==> src/rtl/sfbs_pkg.sv <==
package sfbs_pkg;

    localparam logic [7:0]  SFBS_START     = 8'hAB;
    localparam logic [7:0]  SFBS_END       = 8'hCD;
    localparam logic [7:0]  SFBS_STUFF     = 8'hEF;
    localparam logic [7:0]  SFBS_BUMP      = 8'h01;

    localparam logic [7:0]  SFBS_TYPE_DATA = 8'h65;
    localparam logic [7:0]  SFBS_TYPE_TELE = 8'h68;
    localparam logic [7:0]  SFBS_TYPE_PING = 8'h6A;
    localparam logic [7:0]  SFBS_TYPE_CMD  = 8'h6D;

    localparam int          SFBS_CLK_HZ    = 40_000_000;
    localparam int          SFBS_BAUD      = 19200;
    localparam int          SFBS_BIT_CYC   = SFBS_CLK_HZ / SFBS_BAUD;
    localparam logic [11:0] SFBS_BIT_LAST  = 12'(SFBS_BIT_CYC - 1);
    localparam logic [11:0] SFBS_CNT_STEP  = 12'h001;

    localparam logic [1:0]  SFBS_IDX_TYPE  = 2'h0;
    localparam logic [1:0]  SFBS_IDX_ID_LO = 2'h1;
    localparam logic [1:0]  SFBS_IDX_ID_HI = 2'h2;
    localparam logic [1:0]  SFBS_IDX_BODY  = 2'h3;
    localparam logic [1:0]  SFBS_IDX_STEP  = 2'h1;

    typedef enum logic [3:0] {
        TX_IDLE = 4'h1,
        TX_BODY = 4'h2,
        TX_ESC  = 4'h4,
        TX_ENDS = 4'h8
    } sfbs_tx_st_t;

    typedef enum logic [2:0] {
        RX_HUNT = 3'h1,
        RX_BODY = 3'h2,
        RX_ESC  = 3'h4
    } sfbs_rx_st_t;

    typedef struct packed {
        logic [7:0] data;
        logic       first;
        logic       last;
    } sfbs_beat_t;

    typedef struct packed {
        sfbs_tx_st_t tx_st;
        logic [7:0]  lt_data;
        logic        lt_valid;
        logic [7:0]  pend;
        logic        pend_last;
        sfbs_rx_st_t rx_st;
        logic [7:0]  held;
        logic        held_v;
        logic        held_first;
        logic [1:0]  idx;
        sfbs_beat_t  mo;
        logic        mo_valid;
        logic [7:0]  rx_type;
        logic [15:0] peer_id;
        logic        rx_err;
        logic [11:0] baud_cnt;
        logic        baud_tick;
    } sfbs_state_t;

    localparam sfbs_state_t SFBS_STATE_RST = '{
        tx_st   : TX_IDLE,
        rx_st   : RX_HUNT,
        default : '0
    };

    function automatic logic sfbs_is_delim(input logic [7:0] b);
        return (b == SFBS_START) || (b == SFBS_END);
    endfunction

    function automatic logic [7:0] sfbs_unstuff(input logic [7:0] b);
        return (b == SFBS_STUFF) ? b : 8'(b - SFBS_BUMP);
    endfunction

    function automatic logic [1:0] sfbs_next_idx(input logic [1:0] i);
        return (i == SFBS_IDX_BODY) ? i : 2'(i + SFBS_IDX_STEP);
    endfunction

endpackage

==> src/rtl/sfbs_framer.sv <==
// Overview of operation
// - Every outgoing frame opens with the start delimiter 0xAB.
// - Every outgoing frame closes with the end delimiter 0xCD.
// - No delimiter value appears between the two delimiters.
// - The escape marker inside frames is the byte 0xEF.
// - A body byte equal to a delimiter goes out as 0xEF, then itself plus one.
// - A body byte equal to 0xEF goes out as an extra 0xEF, then unchanged.
// - Escaping covers every body byte, type and identifier bytes included.
// - Every message kind crosses the link only inside a delimited frame.
// - The link runs at 19200 baud, 8 data bits, no parity, 1 stop bit.
// - The two-byte identifier after the type byte travels low byte first.
module sfbs_framer
    import sfbs_pkg::*;
(
    input  wire logic        sys_clk,       // 40 MHz clock
    input  wire logic        rst_n,         // Synchronous reset, active low
    input  wire logic        clk_en,        // Freezes all state when low
    input  wire sfbs_beat_t  msg_in,        // Message byte to frame
    input  wire logic        msg_in_valid,  // msg_in is offered
    output logic             msg_in_ready,  // msg_in taken this cycle
    output logic [7:0]       line_tx_data,  // Byte to the UART transmitter
    output logic             line_tx_valid, // line_tx_data is offered
    input  wire logic        line_tx_ready, // UART takes line_tx_data
    input  wire logic [7:0]  line_rx_data,  // Byte from the UART receiver
    input  wire logic        line_rx_valid, // line_rx_data strobe
    output sfbs_beat_t       msg_out,       // Decoded message byte
    output logic             msg_out_valid, // msg_out strobe
    output logic [7:0]       rx_type,       // First body byte of frame
    output logic [15:0]      rx_peer_id,    // Identifier bytes of frame
    output logic             rx_err,        // Broken frame strobe
    output logic             baud_tick      // Bit-rate tick for the UART
);

    sfbs_state_t st_ff;
    sfbs_state_t nxt_st;
    logic        slot_free;
    logic        rx_take;
    logic [7:0]  rx_byte;

    assign msg_in_ready  = clk_en && (st_ff.tx_st == TX_BODY) && slot_free;
    assign line_tx_data  = st_ff.lt_data;
    assign line_tx_valid = st_ff.lt_valid;
    assign msg_out       = st_ff.mo;
    assign msg_out_valid = st_ff.mo_valid;
    assign rx_type       = st_ff.rx_type;
    assign rx_peer_id    = st_ff.peer_id;
    assign rx_err        = st_ff.rx_err;
    assign baud_tick     = st_ff.baud_tick;

    always_comb begin
        nxt_st           = st_ff;
        slot_free        = !st_ff.lt_valid || line_tx_ready;
        rx_take          = 1'b0;
        rx_byte          = line_rx_data;
        nxt_st.mo_valid  = 1'b0;
        nxt_st.rx_err    = 1'b0;
        nxt_st.baud_tick = 1'b0;

        // Tick only; the UART owns 8N1 framing
        if (st_ff.baud_cnt == SFBS_BIT_LAST) begin
            nxt_st.baud_cnt  = '0;
            nxt_st.baud_tick = 1'b1;
        end else begin
            nxt_st.baud_cnt = st_ff.baud_cnt + SFBS_CNT_STEP;
        end

        if (slot_free) begin
            nxt_st.lt_valid = 1'b0;
        end
        case (st_ff.tx_st)
            TX_IDLE: begin
                // Delimiter goes out before the first byte is taken
                if (slot_free && msg_in_valid) begin
                    nxt_st.lt_data  = SFBS_START;
                    nxt_st.lt_valid = 1'b1;
                    nxt_st.tx_st    = TX_BODY;
                end
            end
            TX_BODY: begin
                if (slot_free && msg_in_valid) begin
                    nxt_st.lt_valid  = 1'b1;
                    nxt_st.pend_last = msg_in.last;
                    if (sfbs_is_delim(msg_in.data)) begin
                        nxt_st.lt_data = SFBS_STUFF;
                        nxt_st.pend    = 8'(msg_in.data + SFBS_BUMP);
                        nxt_st.tx_st   = TX_ESC;
                    end else if (msg_in.data == SFBS_STUFF) begin
                        nxt_st.lt_data = SFBS_STUFF;
                        nxt_st.pend    = msg_in.data;
                        nxt_st.tx_st   = TX_ESC;
                    end else begin
                        nxt_st.lt_data = msg_in.data;
                        nxt_st.tx_st   = msg_in.last ? TX_ENDS : TX_BODY;
                    end
                end
            end
            TX_ESC: begin
                if (slot_free) begin
                    nxt_st.lt_data  = st_ff.pend;
                    nxt_st.lt_valid = 1'b1;
                    nxt_st.tx_st    = st_ff.pend_last ? TX_ENDS : TX_BODY;
                end
            end
            TX_ENDS: begin
                if (slot_free) begin
                    nxt_st.lt_data  = SFBS_END;
                    nxt_st.lt_valid = 1'b1;
                    nxt_st.tx_st    = TX_IDLE;
                end
            end
            default: begin
                nxt_st.tx_st = TX_IDLE;
            end
        endcase

        if (line_rx_valid) begin
            // A start always resyncs, even mid-frame
            if (line_rx_data == SFBS_START) begin
                nxt_st.rx_err = (st_ff.rx_st != RX_HUNT);
                nxt_st.rx_st  = RX_BODY;
                nxt_st.held_v = 1'b0;
                nxt_st.idx    = SFBS_IDX_TYPE;
            end else begin
                case (st_ff.rx_st)
                    RX_HUNT: begin
                        // Bytes outside a frame are noise
                        nxt_st.rx_st = RX_HUNT;
                    end
                    RX_BODY: begin
                        if (line_rx_data == SFBS_END) begin
                            nxt_st.mo       = '{data  : st_ff.held,
                                                first : st_ff.held_first,
                                                last  : 1'b1};
                            nxt_st.mo_valid = st_ff.held_v;
                            nxt_st.held_v   = 1'b0;
                            nxt_st.rx_st    = RX_HUNT;
                        end else if (line_rx_data == SFBS_STUFF) begin
                            nxt_st.rx_st = RX_ESC;
                        end else begin
                            rx_take = 1'b1;
                        end
                    end
                    RX_ESC: begin
                        if (line_rx_data == SFBS_END) begin
                            nxt_st.rx_err = 1'b1;
                            nxt_st.held_v = 1'b0;
                            nxt_st.rx_st  = RX_HUNT;
                        end else begin
                            rx_take      = 1'b1;
                            rx_byte      = sfbs_unstuff(line_rx_data);
                            nxt_st.rx_st = RX_BODY;
                        end
                    end
                    default: begin
                        nxt_st.rx_st = RX_HUNT;
                    end
                endcase
            end
        end

        // One byte held back so the end delimiter can mark it last
        if (rx_take) begin
            nxt_st.mo         = '{data  : st_ff.held,
                                  first : st_ff.held_first,
                                  last  : 1'b0};
            nxt_st.mo_valid   = st_ff.held_v;
            nxt_st.held       = rx_byte;
            nxt_st.held_v     = 1'b1;
            nxt_st.held_first = (st_ff.idx == SFBS_IDX_TYPE);
            case (st_ff.idx)
                SFBS_IDX_TYPE:  nxt_st.rx_type       = rx_byte;
                SFBS_IDX_ID_LO: nxt_st.peer_id[7:0]  = rx_byte;
                SFBS_IDX_ID_HI: nxt_st.peer_id[15:8] = rx_byte;
                default:        nxt_st.idx           = st_ff.idx;
            endcase
            nxt_st.idx = sfbs_next_idx(st_ff.idx);
        end
    end

    always_ff @(posedge sys_clk) begin
        if (!rst_n) begin
            st_ff <= SFBS_STATE_RST;
        end else if (clk_en) begin
            st_ff <= nxt_st;
        end
    end

    logic tx_take;
    assign tx_take = msg_in_valid && msg_in_ready;
endmodule

==> config.mk <==
export PLATFORM = sky130hd
export DESIGN_NAME = sfbs_framer
export DESIGN_NICKNAME = d
export VERILOG_FILES = /design/src/rtl/sfbs_pkg.sv /design/src/rtl/sfbs_framer.sv
export SDC_FILE = /design/constraint.sdc
export NUM_CORES = 1
export LEC_CHECK = 0
export BUFFER_PORTS_ARGS = -buffer_cell sky130_fd_sc_hd__clkbuf_2
export CAP_MARGIN = 20
export CORE_UTILIZATION = 57
export CTS_CLUSTER_SIZE = 8
export DETAILED_ROUTE_END_ITERATION = 12
export HOLD_SLACK_MARGIN = 0.06
export PLACE_DENSITY = 0.8
export SYNTH_ARGS = -nofsm -noshare
export SYNTH_HDL_FRONTEND = slang
export SYNTH_SLANG_ARGS = --single-unit
==> constraint.sdc <==
create_clock -name sys_clk -period 2.25 [get_ports sys_clk]
set_input_delay 0.3375 -clock sys_clk [delete_from_list [all_inputs] [get_ports sys_clk]]
set_output_delay 0.3375 -clock sys_clk [all_outputs]
set_load 0.02 [all_outputs]
### Yosys cells after proc, flatten, opt, wreduce, memory -nomap -nowiden

Cells that the tools add are included.
Widths: inputs -> output; s select.

* input port bits: 24
* memory bits (read-only): 0
* bits in latches: 0
* bits in registers: 86
* word-level logic and storage cells: 125
* memory bits (writable): 0
* memories kept: 0

* shift-type cells: 0
* reduce and logical (&&, ||, !) cells: 28
* multiplexer cells: 49
* add/sub/neg operators: 4
* multipliers: 0
* divide/modulo/power cells: 0
* equal/unequal tests: 24
* bitwise operators: 0
* order comparisons: 0

Operator list (number)
* $mux 8: 10
* $mux 13: 4
* $eq 8x8->1 const B: 6
* $mux 39: 1
* $mux 12: 3
* $pmux 9 s4: 1
* $mux 11: 3
* $mux 22: 1
* $pmux 4 s4: 1
* $mux 1: 15
* $reduce_and 3->1: 5
* $add 12x1->12 const B: 1
* $eq 12x12->1 const B: 1
* $reduce_and 4->1: 3
* $ne 2x2->1 const B: 5
* $reduce_and 5->1: 2
* $reduce_bool 2->1: 5
* $mux 3: 3
* $add 8x1->8 const B: 1
* $mux 4: 2
* $sub 8x1->8 const B: 1
* $mux 2: 3
* $pmux 3 s2: 1
* $reduce_and 6->1: 1
* other kinds (21): 26

### Logic depth before layout (Yosys ltp)

* word-level depth: 8
* depth in mapped cells: 8
* mapped depth without buffers: 7

### Worst setup path after synthesis

OpenSTA, ideal clock, no wires.

* path kind: input to register
* from: input port line_rx_data[1]
* to: register st_ff (netlist bit rx_peer_id[7])
* arrival: 1.937 ns
* stages on the path: 8
* slack: 0.186 ns
* buffers on the path: 1
* cell sequence: inv_1 -> ha_1 -> nor3b_1 -> a2111o_1 -> a211oi_4 -> buf_4 -> mux2i_1 -> nor2_1

* longest elaborated chain between the ends: 7
* elaborated cells between the ends (all ways): 16
* classes of those cells: add/sub: 1; eq/ne: 3; mux: 11; reduce/logical: 1

Ends and longest elaborated chain
* start, declared: line sfbs_framer.sv:24 `input wire logic [7:0] line_rx_data,`
* branches (longest 7 deep; another with $sub 8x1->8)
* end signal, assigned: line sfbs_framer.sv:184 `st_ff <= nxt_st;`
* end, declared: line sfbs_framer.sv:34 `sfbs_state_t st_ff;`

Several ways; the timed one is not identified.
A chain may end at the register's enable or synchronous reset.

### Worst setup path after layout

* from: register st_ff[84] in the netlist's numbering
* to: register st_ff (netlist bit line_tx_data[3])

* longest elaborated chain between the ends: 3
* elaborated cells between the ends (all ways): 11
* classes of those cells: eq/ne: 8; mux: 1; reduce/logical: 2

Ends and longest elaborated chain
* $eq 4x2->1, or another cell as far along: line sfbs_framer.sv:70 `case (st_ff.tx_st)`
* $reduce_bool 4->1 (no source line), or another cell as far along
* $reduce_and 6->1 (no source line)

Several ways; a longest one is shown, not always the timed one.

==> summary.md <==
| Metric | Value |
|---|---|
| Hold path depth | `3` |
| Cell count after synthesis | `slightly above 500` |
| Simple logic cell fraction of the synthesized area | `19.3%` |
| Cell Rows | `31` |
| Starting DRT DRC Count | `211` |
| Worst-path clk slew | `approximately 0.1 ns` |
| Antenna viol nets, final | `0` |
| Status | `complete, no violations` |
| GRT Util Overall | `24.3%` |
| CTS H-tree lvls | `3` |
| # resized after CTS | `0` |
| Worst Skew | `0.0138 ns` |
| Fin Hold WS | `0.253 ns` |
| Drt drc | `0` |
| Mux contribution to synthesized area | `6.13%` |
| Starting Density | `60.3%` |
| Vias | `3,862` |
| Peak per-stage delay on the critical path | `0.45 ns` |
| CTS buffer count | `9` |
| Arr. time, crit path | `2.39 ns` |
| R2R depth | `5` |
| Post-synth cell types | `68` |
| Final instance area | `0.00498 mm²` |
| Full die area | `slightly above 0.008 mm²` |
| Critical path endpoint category | `flip-flop` |
| Largest net degree at the start of global routing | `68` |
| Hold Path Class | `in -> reg` |
| Number of max-cap violations | `0` |
| Root Buffer | `clkbuf_8` |
| Ant. Diodes | `0` |
| CP cell instances | `or3b_1 -> a31o_2 -> a21o_1 -> or3_1 -> o221a_1` |
| Area Growth Syn to Fin | `11.5%` |
| Power Dens Cells | `580 mW/mm²` |
| Switch Pwr | `0.808 mW` |
| Setup_tns | `0 ns` |
| Max IR drop VDD | `0.360 mV` |
| Critical path's slowest cell | `dfxtp_1` |
| Tcrit/Tclk final | `94.6%` |
| Critical path type | `reg -> reg` |
| Post-CTS setup buffers | `0` |
| Chip width | `about 91 µm` |
| Register area | `about 0.0017 mm²` |
| FMAX | `~470 MHz` |
| Top FF cell, synth | `dfxtp_1` |
| Via/cell ratio | `around 5.8` |
| I/O Buffers | `69` |
| Worst-path maximum fanout | `7` |
| Routed WL | `between 9000 and 10,000 µm` |
| Yosys reg bits | `between 80 and 90` |
| Total gr overflow | `0` |
| Number of synthesized flops with an enable pin | `0` |
| Combinational power share | `9.2%` |
| CTS tree | `yes` |
| Drt first pass iters | `4` |
| Die Ht | `between 90 and 100 µm` |
| Post-Synth Adder-Cell Area | `3.08%` |
| RSZ-0062 raised after global routing | `false` |
| Setup Viol. Count Final | `0` |
| Synth warnings | `0` |
| CTS hold repair buffers | `0` |
| Gp weighted congestion | `0.922` |
| Post-route minimum period | `2.13 ns` |
| Xor-xnor portion of the synthesized cell area | `under 10%` |
| I/O pin count | `71` |
| Worst-margin pin slew | `0.665 ns` |
| Required @ worst endpoint | `2.51 ns` |
| Detail Placement HPWL | `around 7300 µm` |
| Placement Cell Area | `0.00478 mm²` |
| Relative slew margins | `between 50 and 60%` |
| Synthesized area per cell | `8.61 µm²` |
| Final number of max-transition violations | `0` |
| Initial antenna violation count | `0` |
| Clk sinks | `between 80 and 90` |
| First-pass GRT wire length | `between 15,000 and 20,000 µm` |
| Post-synthesis sequential area ratio | `38.5%` |
| Clock Tree Buf Depth | `2` |
| Combinational family with the most area after synthesis | `simple AND/OR/NAND/NOR gates` |
| Core area | `0.00741 mm²` |
| CP Launch Type | `flip-flop` |
| Lkg Pwr | `1.92 nW` |
| Cell Int Power | `~2.1 mW` |
| Post-synthesis cell area | `0.00447 mm²` |
| Sequential share of power | `a little over half` |
| Asr flop ratio synth | `0%` |
| Clock share of power | `between 30% and 40%` |
| Endpoints failing hold | `0` |
| Sw Share | `28.0%` |
| Worst skew pair latency | `between 0.3 and 0.4 ns` |
| Post-synthesis net count | `554` |
| Fill count | `640` |
| Drt wl/cell | `between 10 and 15 µm` |
| Multi-input logic area | `roughly 0.0023 mm²` |
| Nets | `600` |
| Share of layout cells above drive strength 1 | `around 23%` |
| Vias in the first global route | `3,624` |
| Compound-Gate Fraction of Synth Area | `19.3%` |
critical path, delay by kind of cell (launching register included):
family / cells / cell delay, ns
and+or+nand+nor: 2 / 0.82
DFF: 1 / 0.45
AOI/OAI and AO/OA: 3 / 0.77
Yosys cell counts (all sizes together), types with 7 or more instances:
cell / number / area (µm²)
a211oi: 7 / 77.6
a21oi: 40 / 208
buf: 50 / 360
clkbuf: 16 / 60.1
dfxtp: 86 / 1720
ha: 11 / 138
inv: 12 / 45.0
mux2i: 24 / 240
nand2: 56 / 210
nand3: 26 / 130
nand4: 8 / 50.1
nor2: 39 / 154
o21ai: 40 / 204
xnor2: 8 / 70.1
xor2: 8 / 70.1
through the flow:
| step | util (%) | setup WS, ns | total power, mW | instances |
|---|---|---|---|---|
| 2_1_floorplan | - | 0.186 | 1.76 | 519 |
| 3_5_place_dp | 64.6 | -0.00973 | 1.86 | 653 |
| 5_1_grt | 67.3 | 0.00889 | 3.00 | 669 |
| 6_report | 67.3 | 0.122 | 2.89 | 669 |
| 4_1_cts | 67.3 | 0.143 | 2.91 | 669 |
| 3_3_place_gp | 64.6 | 0.0341 | 1.85 | 653 |
sequential cells by signal, indices dropped and copies added, names as in the netlist:
register and cells:
st_ff 40, baud_tick 1, rx_peer_id 16, line_tx_valid 1, rx_type 8, msg_out_valid 1
line_tx_data 8, rx_err 1, msg_out 10
power groups by stage:
stage / sequential (mW) / clock, mW / combinational [mW]
floorplan: 1.59 / 0 / 0.173
global placement: 1.59 / 0 / 0.254
detailed placement: 1.59 / 0 / 0.261
CTS: 1.56 / 1.09 / 0.262
global route: 1.56 / 1.14 / 0.289
finish: 1.56 / 1.06 / 0.265
final timing paths:
check | startpoint | end | slack [ns]
setup / recovery | st_ff[84] | line_tx_data[3] | 0.12
hold / removal | msg_in[7] | st_ff[70] | 0.25
setup reg to reg | st_ff[84] | line_tx_data[3] | 0.12
hold reg to reg | st_ff[68] | st_ff[68] | 0.46
area by class of cell:
type	count	share of cell area, %
Multi-Input combinational cell	354	45.7
Inverter	13	0.979
Timing Repair Buffer	101	12.3
Clock buffer	9	2.49
Tap cell	99	2.49
Sequential cell	86	34.6
Clock inverter	7	1.51
logic make-up (layout without fill, tap and decap cells):
kind of cell	Yosys count	in the layout
xor gates and xnor gates	16	16
buffers and inverters	79	130
adders and majority gates	11	11
and+or+nand+nor	169	169
DFF	86	86
AOI/OAI and AO/OA	131	131
muxes	27	27
layout by cell type (no fill, tap or decap), types with 9 or more instances in the layout:
| cell type | count |
|---|---|
| buf_4 | 30 |
| nor2_1 | 38 |
| ha_1 | 11 |
| nand2_1 | 56 |
| mux2i_1 | 24 |
| clkbuf_2 | 69 |
| dfxtp_1 | 86 |
| inv_1 | 12 |
| a21oi_1 | 38 |
| o21ai_1 | 32 |
| nand3_1 | 26 |
| clkbuf_8 | 9 |
routing by layer:
metal / global-route usage (%) / vias to the layer above / share of wire (%)
li1: - / 1906 / -
met2: 40.7 / 160 / 47
met1: 30.4 / 1776 / 44
met3: 5.39 / 20 / 7.1
met5: 0 / - / 0
met4: 9.54 / 0 / 2.0
(Power assumes the default switching activity.)
